<file path="config.mk">
export PLATFORM = sky130hd
export DESIGN_NAME = ir_remote_pulse_spacing_encoder
export DESIGN_NICKNAME = d
export VERILOG_FILES = /design/src/ir_encoder_pkg.sv /design/src/ir_remote_pulse_spacing_encoder.sv /design/src/in_sync2.sv /design/src/osc_tick_gen.sv
export VERILOG_INCLUDE_DIRS = /design/src
export SDC_FILE = /design/constraint.sdc
export NUM_CORES = 1
export LEC_CHECK = 0
export ABC_AREA = 1
export ABC_CLOCK_PERIOD_IN_PS = 3900
export BUFFER_PORTS_ARGS = -buffer_cell sky130_fd_sc_hd__buf_2
export CAP_MARGIN = 20
export CORE_MARGIN = 2
export CORE_UTILIZATION = 53
export DETAILED_ROUTE_END_ITERATION = 16
export MAX_ROUTING_LAYER = met4
export PLACE_DENSITY = 0.73
export RECOVER_POWER = 25
export SYNTH_ARGS = -nofsm -noshare
export SYNTH_HDL_FRONTEND = slang
export SYNTH_HIERARCHICAL = 1
export SYNTH_SLANG_ARGS = --single-unit
</file>
<file path="constraint.sdc">
create_clock -name i_clk -period 3.9 [get_ports i_clk]
set_input_delay 0.78 -clock i_clk [delete_from_list [all_inputs] [get_ports i_clk]]
set_output_delay 0.78 -clock i_clk [all_outputs]
set_load 0.01 [all_outputs]
</file>
<file path="src/ir_encoder_defs.svh">
// Constants for the infrared pulse-spacing remote encoder
`ifndef IR_ENCODER_DEFS_SVH
`define IR_ENCODER_DEFS_SVH

// ----------------------------------------------------------------
// Register map and fields
// ----------------------------------------------------------------
`define REG_CTRL 4'h0
`define REG_STATUS 4'h4
`define REG_WORDS 4'h8
`define CTRL_ENABLE_BIT 0
`define CTRL_ENABLE_RESET 1'b1
`define STAT_BUSY_BIT 0
`define STAT_MOD_BIT 1
`define STAT_LONG_BIT 2
`define STAT_ADDR_LSB 4
`define STAT_CMD_LSB 8
`define STAT_TOG_LSB 16

// ----------------------------------------------------------------
// Timing, in oscillator periods unless named otherwise
// ----------------------------------------------------------------
`define CLK_FREQ_HZ 125000000
`define OSC_FREQ_HZ 455000
`define UNIT_OSC 1152
`define ZERO_UNITS 2
`define ONE_UNITS 3
`define WORD_SHORT_OSC 55296
`define WORD_LONG_OSC 59904
`define SCAN_STEP_OSC 4
`define FLASH_HALVES 4'h8
`define MOD_HALVES 4'hf

// ----------------------------------------------------------------
// Matrix and word layout
// ----------------------------------------------------------------
`define NUM_LINES 7
`define STRAP_MODE_LINE 6
`define LAST_STEP 3'h6
`define ADDR_NONE 3'h7
`define TRIPLE_SENSE 3'h7
`define BITS_SHORT 4'hb
`define BITS_LONG 4'hc

`endif

</file>
<file path="src/ir_encoder_pkg.sv">
// Types shared by the infrared encoder
package ir_encoder_pkg;
	typedef enum logic [4:0] {
		st_standby = 5'b00001,
		st_scan = 5'b00010,
		st_hold = 5'b00100,
		st_pulse = 5'b01000,
		st_gap = 5'b10000
	} tx_state_type;
endpackage

</file>
<file path="src/ir_remote_pulse_spacing_encoder.sv">
// Infrared remote encoder: key matrix scan, strap address and pulse-spacing output
//
// The implementer's own choices: the placing of the registers and the Avalon-MM interface to the registers.
`timescale 1ns/1ps
`include "ir_encoder_defs.svh"
module ir_remote_pulse_spacing_encoder #(
	parameter int HALF_DIV = `CLK_FREQ_HZ / (2 * `OSC_FREQ_HZ),
	parameter int UNIT_OSC = `UNIT_OSC,
	parameter int WORD_SHORT_OSC = `WORD_SHORT_OSC,
	parameter int WORD_LONG_OSC = `WORD_LONG_OSC,
	parameter int SCAN_STEP_OSC = `SCAN_STEP_OSC
) (
	input wire logic i_clk,
	input wire logic i_rst_n,
	input wire logic i_ce,
	input wire logic [3:0] i_avs_address,
	input wire logic i_avs_read,
	input wire logic i_avs_write,
	input wire logic [31:0] i_avs_writedata,
	output logic [31:0] o_avs_readdata,
	output logic o_avs_waitrequest,
	input wire logic [`NUM_LINES-1:0] i_matrix_sense_n,
	output logic [`NUM_LINES-1:0] o_matrix_drive_out,
	output logic [`NUM_LINES-1:0] o_matrix_drive_oe,
	input wire logic i_address_mode_strap_input,
	output logic o_strap_pullup_en,
	output logic o_strap_pulldown_en,
	output logic o_ir_code_output,
	output logic o_resonator_run
);
	// ----------------------------------------------------------------
	// Derived counts
	// ----------------------------------------------------------------
	localparam logic [11:0] SPACE_ZERO = 12'(`ZERO_UNITS * UNIT_OSC);
	localparam logic [11:0] SPACE_ONE = 12'(`ONE_UNITS * UNIT_OSC);
	localparam logic [15:0] WORD_SHORT = 16'(WORD_SHORT_OSC);
	localparam logic [15:0] WORD_LONG = 16'(WORD_LONG_OSC);
	localparam logic [2:0] STEP_LAST = 3'(SCAN_STEP_OSC - 1);

	ir_encoder_pkg::tx_state_type state_q;
	logic [`NUM_LINES-1:0] sense_n_s;
	logic strap_s;
	logic half_tick;
	logic full_tick;
	logic [2:0] step_q;
	logic [2:0] step_cnt_q;
	logic first_scan_q;
	logic [`NUM_LINES-1:0] hits_q;
	logic key_found_q;
	logic [2:0] key_drv_q;
	logic [2:0] key_sense_q;
	logic [5:0] cmd_q;
	logic [3:0] addr_q;
	logic long_q;
	logic mod_q;
	logic [1:0] toggle_q;
	logic [11:0] shift_q;
	logic [3:0] bits_left_q;
	logic [3:0] ph_cnt_q;
	logic [11:0] sp_cnt_q;
	logic [15:0] word_cnt_q;
	logic out_q;
	logic [15:0] words_q;
	logic enable_q;
	logic ack_q;
	logic [31:0] rdata_q;
	logic [`NUM_LINES-1:0] drive_oe_q;
	logic pullup_q;
	logic pulldown_q;

	// ----------------------------------------------------------------
	// Pin synchronisers and oscillator
	// ----------------------------------------------------------------
	in_sync2 #(
		.WIDTH(`NUM_LINES),
		.RESET_VAL({`NUM_LINES{1'b1}})
	) u_sense_sync (
		.i_clk(i_clk),
		.i_rst_n(i_rst_n),
		.i_ce(i_ce),
		.i_async(i_matrix_sense_n),
		.o_sync(sense_n_s)
	);

	in_sync2 #(
		.WIDTH(1),
		.RESET_VAL(1'b0)
	) u_strap_sync (
		.i_clk(i_clk),
		.i_rst_n(i_rst_n),
		.i_ce(i_ce),
		.i_async(i_address_mode_strap_input),
		.o_sync(strap_s)
	);

	osc_tick_gen #(
		.HALF_DIV(HALF_DIV)
	) u_osc (
		.i_clk(i_clk),
		.i_rst_n(i_rst_n),
		.i_ce(i_ce),
		.i_run(state_q != ir_encoder_pkg::st_standby),
		.o_half_tick(half_tick),
		.o_full_tick(full_tick)
	);

	// ----------------------------------------------------------------
	// Scan decoding
	// ----------------------------------------------------------------
	// strap pattern to address bits, {long, S3..S0}
	function automatic logic [4:0] decode_strap(input logic [5:0] hits);
		logic [2:0] lo;
		logic [2:0] hi;
		logic [2:0] n;
		logic [2:0] d;
		lo = 3'h0;
		hi = 3'h0;
		n = 3'h0;
		d = 3'h0;
		for (int k = 5; k >= 0; k--) begin
			if (hits[k]) begin
				lo = k[2:0];
				n = n + 3'h1;
			end
		end
		for (int k = 0; k < 6; k++) begin
			if (hits[k]) begin
				hi = k[2:0];
			end
		end
		d = hi - 3'h2;
		if (n == 3'h1) begin
			decode_strap = {2'b00, lo};
		end else if (n == 3'h2 && lo <= 3'h3 && hi >= 3'h2) begin
			decode_strap = {1'b1, d[0], d[1], lo[1:0]};
		end else begin
			// Unlisted patterns fall back to the unstrapped address
			decode_strap = {2'b00, `ADDR_NONE};
		end
	endfunction

	// lowest low sense line; lines five and six together form index seven
	function automatic logic [2:0] sense_index(input logic [`NUM_LINES-1:0] low);
		sense_index = 3'h0;
		for (int k = `NUM_LINES - 1; k >= 0; k--) begin
			if (low[k]) begin
				sense_index = k[2:0];
			end
		end
		if (low[5] && low[6]) begin
			sense_index = `TRIPLE_SENSE;
		end
	endfunction

	logic step_end;
	logic [`NUM_LINES-1:0] step_onehot;
	logic [`NUM_LINES-1:0] scan_hits;
	logic scan_found;
	logic [2:0] scan_drv;
	logic [2:0] scan_sense;
	logic [5:0] scan_cmd;
	logic [4:0] strap_code;
	logic [3:0] eff_addr;
	logic eff_long;
	logic new_press;
	logic [1:0] tog_next;
	logic [11:0] word_bits;
	logic [15:0] word_len;
	logic [11:0] space_target;
	logic [3:0] pulse_halves;

	assign step_end = full_tick && (step_cnt_q == STEP_LAST);
	assign step_onehot = `NUM_LINES'(1) << step_q;
	// with the pull-up on, a strapped driver pulls the strap input low
	assign scan_hits = hits_q | (step_onehot & {`NUM_LINES{~strap_s}});
	assign scan_found = key_found_q || (|(~sense_n_s));
	assign scan_drv = key_found_q ? key_drv_q : step_q;
	assign scan_sense = key_found_q ? key_sense_q : sense_index(~sense_n_s);
	// key number is driver plus eight times sense
	assign scan_cmd = {scan_sense, scan_drv};
	// strap code spans twenty groups, command six bits
	// address from the drivers seen on the strap input
	assign strap_code = decode_strap(scan_hits[5:0]);
	// after the first scan the latched address is reused
	assign eff_addr = first_scan_q ? strap_code[3:0] : addr_q;
	assign eff_long = first_scan_q ? strap_code[4] : long_q;
	// a new key or a fresh wake is a new press
	assign new_press = first_scan_q || (scan_cmd != cmd_q);
	// toggle bits change state for a new press
	assign tog_next = new_press ? toggle_q + 2'h1 : toggle_q;
	// address top bit only for long addresses
	assign word_bits = eff_long ? {tog_next, eff_addr, scan_cmd} :
		{tog_next, eff_addr[2:0], scan_cmd, 1'b0};
	assign word_len = long_q ? WORD_LONG : WORD_SHORT;
	// zero spans two units, one spans three
	assign space_target = shift_q[11] ? SPACE_ONE : SPACE_ZERO;
	// flashed or modulated pulse length in half periods
	assign pulse_halves = mod_q ? `MOD_HALVES : `FLASH_HALVES;

	// ----------------------------------------------------------------
	// Sequencer
	// ----------------------------------------------------------------
	always_ff @(posedge i_clk or negedge i_rst_n) begin
		if (!i_rst_n) begin
			state_q <= ir_encoder_pkg::st_standby;
			step_q <= 3'h0;
			step_cnt_q <= 3'h0;
			first_scan_q <= 1'b1;
			hits_q <= '0;
			key_found_q <= 1'b0;
			key_drv_q <= 3'h0;
			key_sense_q <= 3'h0;
			cmd_q <= 6'h00;
			addr_q <= {1'b0, `ADDR_NONE};
			long_q <= 1'b0;
			mod_q <= 1'b0;
			toggle_q <= 2'h0;
			shift_q <= 12'h000;
			bits_left_q <= 4'h0;
			ph_cnt_q <= 4'h0;
			sp_cnt_q <= 12'h000;
			word_cnt_q <= 16'h0000;
			words_q <= 16'h0000;
		end else if (i_ce) begin
			if (full_tick) begin
				sp_cnt_q <= sp_cnt_q + 12'h001;
				word_cnt_q <= word_cnt_q + 16'h0001;
			end
			case (state_q)
				ir_encoder_pkg::st_standby: begin
					step_q <= 3'h0;
					step_cnt_q <= 3'h0;
					hits_q <= '0;
					key_found_q <= 1'b0;
					first_scan_q <= 1'b1;
					// a low sense line wakes the device
					// the strap input has no path to wake-up
					if (enable_q && (|(~sense_n_s))) begin
						state_q <= ir_encoder_pkg::st_scan;
					end
				end
				ir_encoder_pkg::st_scan: begin
					if (full_tick) begin
						step_cnt_q <= step_cnt_q + 3'h1;
					end
					if (step_end) begin
						step_cnt_q <= 3'h0;
						hits_q <= scan_hits;
						key_found_q <= scan_found;
						key_drv_q <= scan_drv;
						key_sense_q <= scan_sense;
						step_q <= step_q + 3'h1;
						if (step_q == `LAST_STEP) begin
							step_q <= 3'h0;
							hits_q <= '0;
							key_found_q <= 1'b0;
							// released key ends after the finished word
							if (!scan_found) begin
								state_q <= ir_encoder_pkg::st_standby;
							end else begin
								// address latched on the first scan only
								if (first_scan_q) begin
									addr_q <= strap_code[3:0];
									long_q <= strap_code[4];
									// driver six on the strap selects modulation
									mod_q <= scan_hits[`STRAP_MODE_LINE];
								end
								cmd_q <= scan_cmd;
								toggle_q <= tog_next;
								shift_q <= word_bits;
								bits_left_q <= eff_long ? `BITS_LONG : `BITS_SHORT;
								first_scan_q <= 1'b0;
								if (first_scan_q) begin
									state_q <= ir_encoder_pkg::st_pulse;
									ph_cnt_q <= 4'h0;
									sp_cnt_q <= 12'h000;
									word_cnt_q <= 16'h0000;
									words_q <= words_q + 16'h0001;
								end else begin
									state_q <= ir_encoder_pkg::st_hold;
								end
							end
						end
					end
				end
				ir_encoder_pkg::st_hold: begin
					// next word starts one word period after the last
					if (full_tick && (word_cnt_q >= word_len - 16'h0001)) begin
						state_q <= ir_encoder_pkg::st_pulse;
						ph_cnt_q <= 4'h0;
						sp_cnt_q <= 12'h000;
						word_cnt_q <= 16'h0000;
						words_q <= words_q + 16'h0001;
					end
				end
				ir_encoder_pkg::st_pulse: begin
					if (half_tick) begin
						ph_cnt_q <= ph_cnt_q + 4'h1;
						if (ph_cnt_q + 4'h1 == pulse_halves) begin
							state_q <= (bits_left_q == 4'h0) ?
								ir_encoder_pkg::st_scan : ir_encoder_pkg::st_gap;
						end
					end
				end
				ir_encoder_pkg::st_gap: begin
					// bit ends at the next leading edge
					if (full_tick && (sp_cnt_q == space_target - 12'h001)) begin
						state_q <= ir_encoder_pkg::st_pulse;
						ph_cnt_q <= 4'h0;
						sp_cnt_q <= 12'h000;
						shift_q <= {shift_q[10:0], 1'b0};
						bits_left_q <= bits_left_q - 4'h1;
					end
				end
				default: begin
					state_q <= ir_encoder_pkg::st_standby;
				end
			endcase
		end
	end

	// ----------------------------------------------------------------
	// Code output shaping
	// ----------------------------------------------------------------
	logic [3:0] ph_next;
	assign ph_next = ph_cnt_q + 4'h1;

	always_ff @(posedge i_clk or negedge i_rst_n) begin
		if (!i_rst_n) begin
			out_q <= 1'b0;
		end else if (i_ce) begin
			if (state_q == ir_encoder_pkg::st_pulse) begin
				if (half_tick) begin
					// carrier toggles each half oscillator period
					if (ph_next == pulse_halves) begin
						out_q <= 1'b0;
					end else begin
						out_q <= mod_q ? ~ph_next[0] : 1'b1;
					end
				end
			end else if ((state_q == ir_encoder_pkg::st_gap &&
				full_tick && sp_cnt_q == space_target - 12'h001) ||
				(state_q == ir_encoder_pkg::st_hold && full_tick &&
				word_cnt_q >= word_len - 16'h0001) ||
				(state_q == ir_encoder_pkg::st_scan && step_end &&
				step_q == `LAST_STEP && scan_found && first_scan_q)) begin
				// leading edge drives the output high
				out_q <= 1'b1;
			end else begin
				out_q <= 1'b0;
			end
		end
	end

	// ----------------------------------------------------------------
	// Matrix drivers and strap pulls
	// ----------------------------------------------------------------
	always_ff @(posedge i_clk or negedge i_rst_n) begin
		if (!i_rst_n) begin
			drive_oe_q <= {`NUM_LINES{1'b1}};
			pullup_q <= 1'b0;
			pulldown_q <= 1'b1;
		end else if (i_ce) begin
			// drivers conduct except while one is selected in a scan
			drive_oe_q <= (state_q == ir_encoder_pkg::st_scan) ?
				step_onehot : {`NUM_LINES{1'b1}};
			// standby holds only the pull-down on
			pulldown_q <= (state_q == ir_encoder_pkg::st_standby);
			pullup_q <= (state_q != ir_encoder_pkg::st_standby);
		end
	end

	// ----------------------------------------------------------------
	// Avalon-MM slave, one wait state per access
	// ----------------------------------------------------------------
	always_ff @(posedge i_clk or negedge i_rst_n) begin
		if (!i_rst_n) begin
			ack_q <= 1'b0;
			rdata_q <= 32'h0000_0000;
			enable_q <= `CTRL_ENABLE_RESET;
		end else if (i_ce) begin
			ack_q <= (i_avs_read || i_avs_write) && !ack_q;
			if (i_avs_read && !ack_q) begin
				rdata_q <= 32'h0000_0000;
				if (i_avs_address == `REG_CTRL) begin
					rdata_q[`CTRL_ENABLE_BIT] <= enable_q;
				end else if (i_avs_address == `REG_STATUS) begin
					rdata_q[`STAT_BUSY_BIT] <= (state_q != ir_encoder_pkg::st_standby);
					rdata_q[`STAT_MOD_BIT] <= mod_q;
					rdata_q[`STAT_LONG_BIT] <= long_q;
					rdata_q[`STAT_ADDR_LSB +: 4] <= addr_q;
					rdata_q[`STAT_CMD_LSB +: 6] <= cmd_q;
					rdata_q[`STAT_TOG_LSB +: 2] <= toggle_q;
				end else if (i_avs_address == `REG_WORDS) begin
					rdata_q[15:0] <= words_q;
				end
			end
			// Disable only blocks wake-up; a word in flight still completes
			if (i_avs_write && ack_q && i_avs_address == `REG_CTRL) begin
				enable_q <= i_avs_writedata[`CTRL_ENABLE_BIT];
			end
		end
	end

	assign o_avs_waitrequest = (i_avs_read || i_avs_write) && !ack_q;
	assign o_avs_readdata = rdata_q;
	assign o_matrix_drive_out = '0;
	assign o_matrix_drive_oe = drive_oe_q;
	assign o_strap_pullup_en = pullup_q;
	assign o_strap_pulldown_en = pulldown_q;
	assign o_ir_code_output = out_q;
	assign o_resonator_run = pullup_q;
endmodule

</file>
<file path="src/in_sync2.sv">
// Two-flop synchroniser for pin inputs
`timescale 1ns/1ps
module in_sync2 #(
	parameter int WIDTH = 1,
	parameter logic [WIDTH-1:0] RESET_VAL = '0
) (
	input wire logic i_clk,
	input wire logic i_rst_n,
	input wire logic i_ce,
	input wire logic [WIDTH-1:0] i_async,
	output logic [WIDTH-1:0] o_sync
);
	logic [WIDTH-1:0] meta_q;
	logic [WIDTH-1:0] sync_q;

	always_ff @(posedge i_clk or negedge i_rst_n) begin
		if (!i_rst_n) begin
			meta_q <= RESET_VAL;
			sync_q <= RESET_VAL;
		end else if (i_ce) begin
			meta_q <= i_async;
			sync_q <= meta_q;
		end
	end

	assign o_sync = sync_q;
endmodule

</file>
<file path="src/osc_tick_gen.sv">
// Oscillator emulation: half and full period ticks from the system clock
`timescale 1ns/1ps
module osc_tick_gen #(
	parameter int HALF_DIV = 137
) (
	input wire logic i_clk,
	input wire logic i_rst_n,
	input wire logic i_ce,
	input wire logic i_run,
	output logic o_half_tick,
	output logic o_full_tick
);
	logic [15:0] cnt_q;
	logic phase_q;
	logic half_q;
	logic full_q;

	// Stopped counter restarts in phase, so a word always opens aligned
	always_ff @(posedge i_clk or negedge i_rst_n) begin
		if (!i_rst_n) begin
			cnt_q <= 16'h0000;
			phase_q <= 1'b0;
			half_q <= 1'b0;
			full_q <= 1'b0;
		end else if (i_ce) begin
			if (!i_run) begin
				cnt_q <= 16'h0000;
				phase_q <= 1'b0;
				half_q <= 1'b0;
				full_q <= 1'b0;
			end else if (cnt_q == 16'(HALF_DIV - 1)) begin
				cnt_q <= 16'h0000;
				phase_q <= ~phase_q;
				half_q <= 1'b1;
				full_q <= phase_q;
			end else begin
				cnt_q <= cnt_q + 16'h0001;
				half_q <= 1'b0;
				full_q <= 1'b0;
			end
		end
	end

	assign o_half_tick = half_q;
	assign o_full_tick = full_q;
endmodule

</file>
After elaboration in Yosys (flattened, before gate mapping)
Index checks and enable logic that the tools add are counted. Widths: inputs -> output; s select.

Register bits: 169. Bits of input ports: 49.

Add/sub/neg operators: 17. Order comparisons: 3. Equal/unequal tests: 27. Shift operators: 1. Muxes and demuxes: 125. Bitwise gates (word level): 6. Reduce and logical (&&, ||, !) cells: 46.

Operators with widths (count): $mux 16 (14); $mux 12 (11); $mux 3 (32); $pmux 16 s2 (2); $mux 4 (14); $mux 5 (10); $add 16x1->16 const B (3); $pmux 12 s3 (1); $pmux 5 s5 (1); $pmux 12 s2 (1); $add 3x1->3 const B (7); $mux 1 (21); $mux 7 (3); $mux 10 (2); $logic_and 1x1->1 (19); $mux 17 (1); $eq 16x8->1 const B (1); $ge 16x16->1 (1); $ne 2x2->1 const B (8); $pmux 4 s4 (1); $sub 15x2->16 const B (1); $mux 14 (1); $pmux 7 s2 (1); $add 12x1->12 const B (1); other kinds (46) (68).

Logic depth before layout (Yosys ltp)
Gate-level depths: netlist of run 1.

Depth in word-level cells: 25. Mapped depth: 32.

Cells and area by module
The synthesis of run 1 kept the hierarchy.

Modules (own cells, without submodules): ir_remote_pulse_spacing_encoder (instances 1, cells each 1022, area each 7801.2 um^2); osc_tick_gen (instances 1, cells each 151, area each 1152.4 um^2); in_sync2 at u_sense_sync (instances 1, cells each 59, area each 548.0 um^2); in_sync2 at u_strap_sync (instances 1, cells each 9, area each 76.3 um^2).

Least setup slack after synthesis of run 1
Ideal clock, no wire load.

Path type: register to register. Start: register step_q[0]. End: register shift_q[3]. Data arrival time: 3.438 ns. Required time: 3.787 ns. Slack: 0.349 ns. Cell stages (with the launch flop): 30. Clock period less this slack: 3.551 ns. Cells stage by stage: dfrtp_1 -> nor2_1 -> nand3_1 -> nand2_1 -> inv_1 -> ha_1 -> inv_1 -> nand3_1 -> nand2_1 -> ha_1 -> nand2_1 -> nand2_1 -> ha_1 -> nand2_1 -> nand2_1 -> ha_1 -> a21boi_1 -> nand2_1 -> nand2_1 -> nand2_1 -> nand2_2 -> nand2_2 -> nor2_4 -> nand2_2 -> nand3_2 -> inv_2 -> nand2_1 -> nand3_1 -> nand2_1 -> inv_1.

Longest elaborated chain between the ends: 25.

RTL lines: start, declared (RTL line ir_remote_pulse_spacing_encoder.sv:45) `logic [2:0] step_q;`; start signal, assigned (RTL line ir_remote_pulse_spacing_encoder.sv:252) `step_q <= step_q + 3'h1;`; $shl 1x3->7 (no line); $and 7x7->7 (RTL line ir_remote_pulse_spacing_encoder.sv:175) `` assign scan_hits = hits_q | (step_onehot & {`NUM_LINES{~strap_s}}); ``; $or 7x7->7 (RTL line ir_remote_pulse_spacing_encoder.sv:175); $mux 1 (RTL line ir_remote_pulse_spacing_encoder.sv:121) `if (hits[k]) begin`; $add 3x1->3 (RTL line ir_remote_pulse_spacing_encoder.sv:123) `n = n + 3'h1;`; $mux 3 (RTL line ir_remote_pulse_spacing_encoder.sv:121); $add 3x1->3 (RTL line ir_remote_pulse_spacing_encoder.sv:123); $mux 3 (RTL line ir_remote_pulse_spacing_encoder.sv:121); [... 9 more ...]; $mux 5 (RTL line ir_remote_pulse_spacing_encoder.sv:134) `end else if (n == 3'h2 && lo <= 3'h3 && hi >= 3'h2) begin`; $mux 5 (RTL line ir_remote_pulse_spacing_encoder.sv:132) `if (n == 3'h1) begin`; $mux 1; $mux 10 (RTL line ir_remote_pulse_spacing_encoder.sv:192) `assign word_bits = eff_long ? {tog_next, eff_addr, scan_cmd} :`; $mux 12 (RTL line ir_remote_pulse_spacing_encoder.sv:258) `if (!scan_found) begin`; $mux 12 (RTL line ir_remote_pulse_spacing_encoder.sv:253) `` if (step_q == `LAST_STEP) begin ``; $mux 12 (RTL line ir_remote_pulse_spacing_encoder.sv:246) `if (step_end) begin`; $pmux 12 s2 (RTL line ir_remote_pulse_spacing_encoder.sv:229) `case (state_q)`; end signal, assigned (RTL line ir_remote_pulse_spacing_encoder.sv:270) `shift_q <= word_bits;`; end signal, assigned (RTL line ir_remote_pulse_spacing_encoder.sv:311) `shift_q <= {shift_q[10:0], 1'b0};`; end, declared (RTL line ir_remote_pulse_spacing_encoder.sv:57) `logic [11:0] shift_q;`.

Parallel ways exist; a longest one is shown, timed or not. The select of a mux whose other input is x is not followed. A chain may end at the register's enable or synchronous reset.

Final worst setup path of run 1
Start: register step_q[1]. End: register shift_q[8].

Longest elaborated chain between the ends: 25.

RTL lines (RTL line): $shl 1x3->7 (no line); $and 7x7->7 (ir_remote_pulse_spacing_encoder.sv:175); $or 7x7->7 (ir_remote_pulse_spacing_encoder.sv:175); $mux 1 (ir_remote_pulse_spacing_encoder.sv:121); $add 3x1->3 (ir_remote_pulse_spacing_encoder.sv:123); $mux 3 (ir_remote_pulse_spacing_encoder.sv:121); $add 3x1->3 (ir_remote_pulse_spacing_encoder.sv:123); $mux 3 (ir_remote_pulse_spacing_encoder.sv:121); [... 9 more ...]; $mux 5 (ir_remote_pulse_spacing_encoder.sv:134); $mux 5 (ir_remote_pulse_spacing_encoder.sv:132); $mux 4 / $mux 1 (equally long branches); $mux 10 (ir_remote_pulse_spacing_encoder.sv:192); $mux 12 (ir_remote_pulse_spacing_encoder.sv:258); $mux 12 (ir_remote_pulse_spacing_encoder.sv:253); $mux 12 (ir_remote_pulse_spacing_encoder.sv:246); $pmux 12 s2 (ir_remote_pulse_spacing_encoder.sv:229).

Parallel ways exist; a longest one is shown, timed or not. The select of a mux whose other input is x is not followed.

==> metrics.md, run 1 <==
| Metric | Value |
|---|---|
| Vias in the first global route | around 7400 |
| Peak fanout along the critical path | 5 |
| P&R area growth vs syn | 11.5% |
| CP arrival | 4030 ps |
| Mean area per synthesized cell | 7.72 um2 |
| FMAX | around 0.27 GHz |
| 1st-iter DRT viols | approximately 630 |
| Fin crit share | 93.8% |
| Commonest non-fill, non-tap cell in the layout | nand2_1 |
| DRC | 0 |
| Total clock sinks | between 150 and 200 |
| Status | finished, violations left |
| Slew Limit Fails | between 80 and 90 |
| Worst flop-to-flop path startpoint | step_q[1]$_DFFE_PN0P_ |
| Core area | approximately 18000 um2 |
| Worst hold stages | 2 |
| Critical path data required time | between 4000 and 5000 ps |
| Reg2Reg Depth | 27 |
| M1 WL | just under 10000 um |
| Power Density | about 380 nW/um2 |
| Synth warn | 6 |
| Total Power | between 4 and 5 mW |
| #FFs+latches synth | ~170 |
| TNS Setup | 0 ps |
| P_leak | about 5.4 nW |
| Top Metal Used | met4 |
| N_diodes | 0 |
| Initial antenna violation count | 0 |
| CP max stage cell | dfrtp_2 |
| CP startpoint | step_q[1]$_DFFE_PN0P_ |
| EDFF count, synth | 0 |
| Commonest cells after routing, fill and taps aside | 303 x nand2_1, 154 x inv_1, 139 x dfrtp_1 |
| HP Start | u_sense_sync/meta_q[0]$_DFFE_PN1P_ |
| DRT Pass-1 Iters | 5 |
| Crit start category | register |
| DR vias/cell | 5.24 |
| Slew @ Worst Pin | 2100 ps |
| CP Capture Type | register |
| Final Core Density | between 50% and 60% |
| Gr usage total | 23.0% |
| Die H | around 140 um |
| Skew final | around 13 ps |
| # port buffers | 47 |
| # H-tree levels | 4 |
| Max VDD drop | 0.290 mV |
| Violated checks | max-capacitance violations, max-slew violations |
| Synth area leaders | dfrtp_1 37%, nand2_1 12%, dfstp_2 7.7% |
| Sequential share of the synthesized area | around 45% |
| Fin. Hold Viols | 0 |
| I/O Pins | 100 |
| Via count | slightly above 8000 |
| TritonCTS clock tree | built |
| Routed length per instance | approximately 14 um |
| Share of post-route cells with drive strength above 1 | between 10% and 20% |
| MaxCap Viol Count | 1 |
| Normalized max-slew margin | -40.0% |
| Hold Path Class | reg2reg |
| Synth top area share | 36.8% |
| Leading area contributor after synthesis | dfrtp_1 |
| First-pass GRT wire length | roughly 35000 um |
| Largest net degree at the start of global routing | 86 |
| Synth cell types | 52 |
| Root Driver | clkbuf_16 |
| Layout Cells excl Fill | roughly 1500 |
| Ys async rst share | 100% |
| Crit-path most repeated cell | nand2_1 |
| Met3 wire len | 850 um |
| Die Wd | approximately 140 um |
| Post-Syn Area | around 9600 um2 |
| Final setup viols | 0 |
| Starting Density | around 54% |
| Die Area | 19200 um2 |
| Fin worst setup slack | between 200 and 250 ps |
| Synthesized instance count | between 1000 and 1500 |
| Clock latency on the worst-skew pair | about 440 ps |
| Number of cell rows | 49 |
| CTS Buffer Depth | 2 |
| Routed wire length | about 21000 um |
| CTS Buf Count | 17 |
| Unrepaired setup endpoints after global routing | true |
| Antenna-violating nets left | 0 |
| Prevailing post-synth register cell | dfrtp_1 |
| Grt total ovfl | 0 |
| Final #Nets | between 1000 and 1500 |
| Critical Path Max Stage Delay | approximately 450 ps |
| Final min period | ~3700 ps |
| Post-place setup slack | 188 ps |
| Clock transition at path regs | roughly 70 ps |
| Cells after DPL | roughly 1500 |
| HPWL Detailed | 15200 um |
| Setup CP Type | reg2reg |
| Routed length on met2 | just over 10000 um |
| GP Congestion | ~0.9 |
-- per-stage QoR --
step	instance area, um2	hold slack, ps
final	10700	458
after CTS	10600	428
after floorplan	9650	439
after detailed placement	10000	453
after global routing	10700	480
after global placement	10000	446
-- worst max-delay path, delay by kind of cell (launching register included) --
| kind | cells | cell delay, ps |
|---|---|---|
| buffers and inverters | 3 | 210 |
| flip-flops | 1 | 450 |
| AND/OR/NAND/NOR | 19 | 1790 |
| adder cells (fa/ha/maj) | 4 | 980 |
| AO/OA/AOI/OAI | 1 | 160 |
-- power breakdown --
| part | switching, mW | internal, mW |
|---|---|---|
| Sequential | 0.0722 | 1.85 |
| Clock | 0.744 | 0.917 |
| Combinational | 0.279 | 0.150 |
| Total | 1.09 | 2.91 |
-- state kept, by name (all words and copies together) (netlist names), 2 cells and up --
register and cells:
o_avs_readdata 18, u_osc/cnt_q 16, word_cnt_q 16, words_q 16
shift_q 12, sp_cnt_q 12, hits_q 7, o_matrix_drive_oe 7
u_sense_sync/meta_q 7, u_sense_sync/o_sync 7, cmd_q 6, state_q 5
addr_q 4, bits_left_q 4, ph_cnt_q 4, key_drv_q 3
key_sense_q 3, step_cnt_q 3, step_q 3, toggle_q 2
-- cell families after synthesis --
group           count (synthesis)  share of synthesized area [%]
buf+inv                       224                           10.1
fa+ha+maj                      21                           2.74
flops                         169                           44.5
xor+xnor                       35                           3.20
compound gates                162                           9.65
simple gates                  629                           29.7
other cells                     1                         0.0392
-- per-layer routing --
metal	up-vias	GRT usage (%)
met4	0	6.93
met1	3839	30.0
li1	4074	-
met2	160	36.8
met5	-	-
met3	27	4.30
-- synth_stat cells (4+ instances only) --
cell type	instances
inv_1	155
clkbuf_1	11
xor2_1	30
o22ai_1	12
o21ai_1	4
o21bai_1	5
dfrtp_1	141
buf_4	26
nor4_1	7
nor3_1	20
ha_1	21
a21oi_1	40
o21ai_0	67
o211ai_1	4
nand2_1	309
nor2_1	114
nor2_2	17
dfstp_2	28
nand2_4	4
or2_2	11
a31oi_1	4
buf_2	6
a211oi_1	5
nand4_1	21
nand2_2	13
clkinv_1	4
nand3_2	5
inv_2	19
xnor2_1	5
nand3_1	91
o31ai_1	11
-- worst paths after layout --
kind	slack, ps	to
max in group asynchronous	840	step_q[2]$_DFFE_PN0P_
hold reg to reg	460	u_sense_sync/o_sync[0]$_DFFE_PN1P_
setup / recovery	240	shift_q[8]$_DFFE_PN0P_
min in group asynchronous	950	key_drv_q[1]$_DFFE_PN0P_
setup reg to reg	240	shift_q[8]$_DFFE_PN0P_
hold / removal	460	u_sense_sync/o_sync[0]$_DFFE_PN1P_
-- area by class of cell --
cell class,instances,area [um2]
clock buffer,19,453
multi-input combinational,869,4490
inverter,179,682
fill,1615,7160
timing repair buffer,68,382
sequential,169,4270
clock inverter,13,119
tap,229,287
-- what timing repair did --
| action | 4_1_cts | 5_1_grt |
|---|---|---|
| resized for setup | 0 | 17 |
| endpoints found under the setup margin | 0 | 14 |
| setup buffers | 0 | 3 |
| hold buffers | 0 | 0 |
Power figures use the tool's default switching activity.
==> inputs of run 2 (changes only) <==
--- a/config.mk
+++ b/config.mk
@@ -8,7 +8,7 @@
 export LEC_CHECK = 0
 export ABC_AREA = 1
 export ABC_CLOCK_PERIOD_IN_PS = 3900
-export BUFFER_PORTS_ARGS = -buffer_cell sky130_fd_sc_hd__buf_2
+export BUFFER_PORTS_ARGS = -buffer_cell sky130_fd_sc_hd__buf_4
 export CAP_MARGIN = 20
 export CORE_MARGIN = 2
 export CORE_UTILIZATION = 53
@@ -16,6 +16,7 @@
 export MAX_ROUTING_LAYER = met4
 export PLACE_DENSITY = 0.73
 export RECOVER_POWER = 25
+export REMOVE_ABC_BUFFERS = 1
 export SYNTH_ARGS = -nofsm -noshare
 export SYNTH_HDL_FRONTEND = slang
 export SYNTH_HIERARCHICAL = 1
==> run 2 against run 1 <==
Against the previous run:
- the flow still finishes with violations (max-capacitance violations, max-slew violations)
- final cell count down 0.39%
- global-route usage about the same
- die area is the same
- largest cell class unchanged
- clock power increased by 7%
- wire length fell by 1.9%
- register-to-register slack improved by 50 ps
- count of clock-buffer cells in the layout increased by 3
- sequential share of layout area shrank 0.66 points
- fmax is 1.3% higher
- setup slack better by 48 ps
- worst hold slack gained 0.59 ps
==> metrics.md, run 2 (same netlist as run 1, synthesis figures left out) <==
| Metric | Value |
|---|---|
| Largest register FFs | 18 (unchanged) |
| Fin. Hold Viols | 0 (unchanged) |
| Buf/Inv on CP | 3 (unchanged) |
| Instance count on the critical path | 30 (+11%) |
| Clock latency on the worst-skew pair | 430 ps (about the same) |
| Placed inst area | 10100 um2 (+0.62%) |
| Critical Path Max Stage Delay | 440 ps (about the same) |
| Initial antenna violation count | 0 (unchanged) |
| Commonest cells after routing, fill and taps aside | 301 x nand2_1, 156 x inv_1, 140 x dfrtp_1 |
| Cell family with most CP delay | simple AND/OR/NAND/NOR gates |
| Critical path data required time | 4270 ps (about the same) |
| TritonCTS clock tree | built |
| Crit start category | register |
| Post-place setup slack | 93.9 ps (-94.2 ps) |
| # port buffers | 47 (unchanged) |
| Antenna-violating nets left | 0 (unchanged) |
| CP max stage cell | dfrtp_2 |
| Share of post-route cells with drive strength above 1 | 16.9% (+0.077 points) |
| Sw Ratio | 25.8% (-1.5 points) |
| FMAX | 0.277 GHz (+1.3%) |
| Final instance area | 10900 um2 (+1.6%) |
| P_leak | 5.47 nW (+0.55%) |
| CP arrival | 3980 ps (-50 ps) |
| Final setup viols | 0 (unchanged) |
| Grt total ovfl | 0 (unchanged) |
| TNS Setup | 0 ps (unchanged) |
| Cells after DPL | 1503 (-0.46%) |
| I/O Pins | 100 (unchanged) |
| Routed length per instance | 13.6 um (-1.5%) |
| Hold Path Class | reg2reg |
| Switching Power | 1.07 mW (-2.4%) |
| DRC | 0 (unchanged) |
| Core area | 17800 um2 (unchanged) |
| Slew Limit Fails | 135 (+57%) |
| Total clock sinks | 169 (unchanged) |
| WHS | 458 ps (+0.588 ps) |
| Slew @ Worst Pin | 2310 ps (+212 ps) |
| Fin worst setup slack | 290 ps (+48.1 ps) |
| Via count | 8030 (-0.86%) |
| CTS Buf Count | 17 (unchanged) |
| HPWL Detailed | 14700 um (-3.5%) |
| MaxCap Viol Count | 2 (+1) |
| Peak fanout along the critical path | 5 (unchanged) |
| Violated checks | max-capacitance violations, max-slew violations |
| CP Capture Type | register |
| DRT Pass-1 Iters | 5 (unchanged) |
| Clock transition at path regs | 70 ps (about the same) |
| Max VDD drop | 0.385 mV (+32%) |
| Die H | 138 um (unchanged) |
| P_int | 3.07 mW (+5.5%) |
| Commonest non-fill, non-tap cell in the layout | nand2_1 |
| Routed wire length | 20900 um (-1.9%) |
| Setup CP Type | reg2reg |
| Final min period | 3610 ps (-48.1 ps) |
| GP Congestion | 0.850 (-5.7%) |
| Status | finished, violations left |
| Worst hold stages | 2 (unchanged) |
| Comb power frac | 10.8% (about the same) |
| Gr usage total | 23.0% (about the same) |
| Crit-path most repeated cell | nand2_2 |
| Reg2Reg Depth | 30 (+11%) |
| # H-tree levels | 4 (unchanged) |
| CTS Hold Bufs | 0 (unchanged) |
| Seq pwr share | 46.4% (-1.5 points) |
| Fin crit share | 92.6% (-1.2 points) |
| Die Wd | 138 um (unchanged) |
| P&R area growth vs syn | 13.3% |
| Final Core Density | 60.8% (+0.98 points) |
| Final #Nets | 1368 (-0.44%) |
| First-pass GRT wire length | 35400 um (+0.49%) |
| Vias in the first global route | 7515 (+1.4%) |
| Root Driver | clkbuf_16 |
| Skew final | 8.38 ps (-5.08 ps) |
| Power Density | 382 nW/um2 (+1.6%) |
| Die Area | 19200 um2 (unchanged) |
| Layout Cells excl Fill | 1540 (-0.39%) |
| DR vias/cell | 5.21 (-0.48%) |
| CTS Buffer Depth | 2 (unchanged) |
| Total Power | 4.14 mW (+3.3%) |
| 1st-iter DRT viols | 528 (-16%) |
| Number of cell rows | 49 (unchanged) |
| Starting Density | 53.7% (unchanged) |
| Normalized max-slew margin | -54.2% (-14 points) |
| Clk pwr share | 42.8% (+1.4 points) |
| Largest net degree at the start of global routing | 90 (+4.7%) |
| N_diodes | 0 (unchanged) |
[run 2: cell types whose count changed in the layout (fill, tap and decap cells not counted), moves of 3 or more]
cell / delta
buf_4: +40
ha_1: -4
buf_2: -45
nand2_2: +3
[run 2: routing by layer]
layer	vias up	part of all wire, %	track usage [%]
met3	23	3.4	3.64
met2	156	46	36.2
met1	3796	49	30.6
met5	-	0	-
met4	0	1.6	7.89
li1	4055	-	-
[run 2: area by class of cell]
class | instances | area (um2)
repair buffers | 62 | 475
flip-flops and latches | 169 | 4270
inverters | 179 | 682
well taps | 229 | 287
fillers | 1594 | 6990
clock inverters | 10 | 141
clock buffers | 22 | 474
multi-input cells | 869 | 4530
[run 2: power by group through the flow]
stage                     clock (mW)  combinational [mW]  sequential (mW)
final                           1.77               0.449             1.92
after global routing            1.87               0.509             1.93
after detailed placement           0               0.428             1.95
after floorplan                    0               0.277             1.94
after global placement             0               0.420             1.95
after CTS                       1.80               0.431             1.92
[run 2: path summary, 6_finish.rpt]
| check | start | end | slack [ps] |
|---|---|---|---|
| setup / recovery | step_q[1]$_DFFE_PN0P_ | shift_q[8]$_DFFE_PN0P_ | 290 |
| max in group asynchronous | i_rst_n | cmd_q[1]$_DFFE_PN0P_ | 1510 |
| hold reg to reg | u_sense_sync/meta_q[5]$_DFFE_PN1P_ | u_sense_sync/o_sync[5]$_DFFE_PN1P_ | 460 |
| min in group asynchronous | i_rst_n | key_found_q$_DFFE_PN0P_ | 1010 |
| setup reg to reg | step_q[1]$_DFFE_PN0P_ | shift_q[8]$_DFFE_PN0P_ | 290 |
| hold / removal | u_sense_sync/meta_q[5]$_DFFE_PN1P_ | u_sense_sync/o_sync[5]$_DFFE_PN1P_ | 460 |
[run 2: tightest hold or removal path: cells and delay by family, from the launching register on]
| family | cells | cell delay [ps] |
|---|---|---|
| DFF | 1 | 370 |
| and+or+nand+nor | 2 | 90 |
[run 2: timing repair]
action | in CTS | in global routing
endpoints found under the setup margin | 0 | 17
gates resized for setup | 0 | 25
buffers inserted | 0 | 4
hold endpoints to repair | 0 | 0
==> inputs of run 3 (changes only) <==
--- a/config.mk
+++ b/config.mk
@@ -6,15 +6,14 @@
 export SDC_FILE = /design/constraint.sdc
 export NUM_CORES = 1
 export LEC_CHECK = 0
-export ABC_AREA = 1
 export ABC_CLOCK_PERIOD_IN_PS = 3900
-export BUFFER_PORTS_ARGS = -buffer_cell sky130_fd_sc_hd__buf_4
 export CAP_MARGIN = 20
 export CORE_MARGIN = 2
 export CORE_UTILIZATION = 53
 export DETAILED_ROUTE_END_ITERATION = 16
+export DONT_BUFFER_PORTS = 1
 export MAX_ROUTING_LAYER = met4
-export PLACE_DENSITY = 0.73
+export PLACE_DENSITY = 0.68
 export RECOVER_POWER = 25
 export REMOVE_ABC_BUFFERS = 1
 export SYNTH_ARGS = -nofsm -noshare
==> run 3 against run 2 <==
Against the previous run:
- the flow finishes with violations (negative setup slack)
- highest routed layer unchanged
- largest cell class unchanged
- critical path depth down 9
- non-clock buffer count is 9 lower
- wire length shrank 4.6%
- clock skew is 0.56 ps lower
==> metrics.md, run 3 <==
| Metric | Value |
|---|---|
| TritonCTS clock tree | built |
| CTS Buf Count | 17 (unchanged) |
| Violated checks | negative setup slack |
| P_leak | 4.67 nW (-15%) |
| CTS Hold Bufs | 0 (unchanged) |
| Sequential share of the synthesized area | 46.1% (+1.6 points) |
| Starting Density | 53.8% (+0.15 points) |
| Skew final | 7.82 ps (-0.562 ps) |
| Total clock sinks | 169 (unchanged) |
| # H-tree levels | 4 (unchanged) |
| Leading area contributor after synthesis | dfrtp_1 |
| Peak fanout along the critical path | 4 (-1) |
| Grt total ovfl | 0 (unchanged) |
| Hold Path Class | in2async |
| Antenna-violating nets left | 0 (unchanged) |
| Critical path data required time | 4200 ps (-70 ps) |
| Initial antenna violation count | 0 (unchanged) |
| Slew Limit Fails | 0 (-100%) |
| DRT Pass-1 Iters | 4 (-1) |
| Core area | 17200 um2 (-3.7%) |
| Final setup viols | 16 (+16) |
| Clock latency on the worst-skew pair | 430 ps (about the same) |
| WHS | 49.9 ps (-408 ps) |
| Die Wd | 136 um (-1.7%) |
| Unrepaired setup endpoints after global routing | true |
| Cells after DPL | 1191 (-21%) |
| Slew @ Worst Pin | 944 ps (-1370 ps) |
| GR Layer Usage met1 | 31.3% (+0.71 points) |
| Post-Syn Area | 9250 um2 (-3.5%) |
| Layout Cells excl Fill | 1228 (-20%) |
| #FFs+latches synth | 169 (unchanged) |
| Setup CP Type | reg2reg |
| TNS Setup | -2550 ps (-2550 ps) |
| P&R area growth vs syn | 13.4% (about the same) |
| Synth warn | 6 (unchanged) |
| Routed wire length | 19900 um (-4.6%) |
| Die H | 136 um (-1.7%) |
| Ys async rst share | 100% (unchanged) |
| Via count | 6939 (-14%) |
| Max VDD drop | 0.306 mV (-20%) |
| Synthesized instance count | 958 (-23%) |
| Crit start category | register |
| Vias in the first global route | 6792 (-9.6%) |
| MaxCap Viol Count | 0 (-2) |
| DRC | 0 (unchanged) |
| Commonest non-fill, non-tap cell in the layout | dfrtp_1 |
| Final min period | 4170 ps (+555 ps) |
| CP arrival | 4470 ps (+490 ps) |
| Synth top area share | 38.2% (+1.3 points) |
| N_diodes | 0 (unchanged) |
| Most common cell in the synthesized netlist | dfrtp_1 |
| Fin. Hold Viols | 0 (unchanged) |
| DR vias/cell | 5.65 (+8.4%) |
| Number of cell rows | 48 (-2.0%) |
| HPWL Detailed | 13300 um (-9.6%) |
| Routed length per instance | 16.2 um (+20%) |
| Fill count | 1509 (-5.3%) |
| Final Core Density | 61.0% (+0.20 points) |
| Synth area leaders | dfrtp_1 38%, dfstp_2 8.0%, nor2_1 4.0% |
| Final #Nets | 1060 (-23%) |
| Power Density | 365 nW/um2 (-4.4%) |
| Largest register FFs | 18 (unchanged) |
| Clock transition at path regs | 70 ps (about the same) |
| CTS Buffer Depth | 2 (unchanged) |
| Root Driver | clkbuf_16 |
| Met3 capacity usage during global routing | 3.28% (-0.36 points) |
| I/O Pins | 100 (unchanged) |
| Met2 Use GR | 37.7% (+1.5 points) |
| Largest net degree at the start of global routing | 170 (+89%) |
| GP Congestion | 0.891 (+4.9%) |
| Fin crit share | 107% (+14 points) |
| # port buffers | 0 (-100%) |
| Synth cell types | 78 (+50%) |
| 1st-iter DRT viols | 459 (-13%) |
| Prevailing post-synth register cell | dfrtp_1 |
| Status | finished, violations left |
| EDFF count, synth | 0 (unchanged) |
| Post-place setup slack | -547 ps (-641 ps) |
| FMAX | 0.240 GHz (-13%) |
| Share of post-route cells with drive strength above 1 | 21.1% (+4.2 points) |
| Fin worst setup slack | -265 ps (-555 ps) |
| Gr usage total | 23.5% (+0.45 points) |
| First-pass GRT wire length | 33700 um (-4.7%) |
| Top cells by count, synth | 141 x dfrtp_1, 99 x nor2_1, 92 x nand2_1 |
| GR peak layer | met2 |
| Commonest cells after routing, fill and taps aside | 141 x dfrtp_1, 96 x nor2_1, 91 x nand2_1 |
| CP Capture Type | register |
| Mean area per synthesized cell | 9.65 um2 (+25%) |
| Normalized max-slew margin | 36.2% (+90 points) |
| Die Area | 18500 um2 (-3.4%) |
-- run 3: changes by cell type in the layout (fill, tap and decap cells not counted), sizes merged, moves of 21 or more --
cell,change
inv,-140
nand3,-72
nand2,-235
mux2,+27
and3,+21
xnor2,+31
nor2,-33
-- run 3: timing repair --
item                                    in CTS  in global routing
endpoints found under the setup margin      18                 18
pin swaps                                   23                  9
gates cloned                                 0                  0
setup buffers                                3                  2
gates resized for setup                     39                 15
-- run 3: final timing paths --
path | from | to | slack, ps | cells past startpoint
max | step_q[0]$_DFFE_PN0P_ | shift_q[8]$_DFFE_PN0P_ | -270 | 21
max in group asynchronous | i_rst_n | addr_q[2]$_DFFE_PN1P_ | 3500 | 0
min | i_rst_n | u_osc/cnt_q[14]$_DFFE_PN0P_ | 50 | 0
min in group i_clk | i_ce | o_matrix_drive_oe[3]$_DFFE_PN1P_ | 410 | 1
min reg2reg | words_q[15]$_DFFE_PN0P_ | words_q[15]$_DFFE_PN0P_ | 480 | 1
max reg2reg | step_q[0]$_DFFE_PN0P_ | shift_q[8]$_DFFE_PN0P_ | -270 | 21
-- run 3: cell type report --
| class | instances | area [um2] | share of cell area, % |
|---|---|---|---|
| timing repair buffer | 53 | 420 | 4.01 |
| tap | 225 | 282 | 2.69 |
| clock buffer | 20 | 458 | 4.37 |
| clock inverter | 12 | 116 | 1.11 |
| sequential | 169 | 4260 | 40.7 |
| multi-input combinational | 715 | 4810 | 45.9 |
| inverter | 34 | 128 | 1.22 |
-- run 3: worst max-delay path, cell delays in order, from the launching register on --
cell,delay (ps)
dfrtp_1,420
buf_6,130
and2_4,130
ha_4,150
nor2b_4,130
or3_4,360
and2_4,160
ha_4,210
mux2_4,280
ha_4,260
o21ai_2,50
o41ai_2,70
or2_1,170
ha_2,190
o21ai_4,60
xnor2_2,160
xnor2_2,170
buf_4,160
a211oi_2,160
a31oi_2,180
a221oi_2,340
nor3_1,90
-- run 3: where the power goes --
part           internal (mW)  leakage [nW]  switching, mW  total [mW]
sequential              1.82          2.17         0.0769        1.90
clock                  0.925         0.276          0.724        1.65
combinational          0.129          2.22          0.147       0.276
-- run 3: logic make-up (layout without fill, tap and decap cells) --
logic type               Yosys count  in the layout  synth area share [%]
buffers and inverters             94            119                  5.24
other                              1             21                0.0406
XOR/XNOR                          63             63                  6.33
AO/OA/AOI/OAI                    206            206                  14.3
flip-flops                       169            169                  46.1
multiplexers                      35             35                  4.24
AND/OR/NAND/NOR                  369            369                  20.9
adder cells (fa/ha/maj)           21             21                  2.84
-- run 3: layer usage --
metal,up-vias,routed length [um],part of all wire [%]
li1,3422,-,-
met1,3392,9400,47
met2,104,9730,49
met3,21,547,2.7
met4,0,255,1.3
met5,-,0,0
-- run 3: per-stage QoR --
stage	power, mW	instance area (um2)
global placement	2.18	9620
finish	3.83	10500
floorplan	2.10	8960
CTS	3.86	10400
detailed placement	2.19	9620
global route	3.98	10500
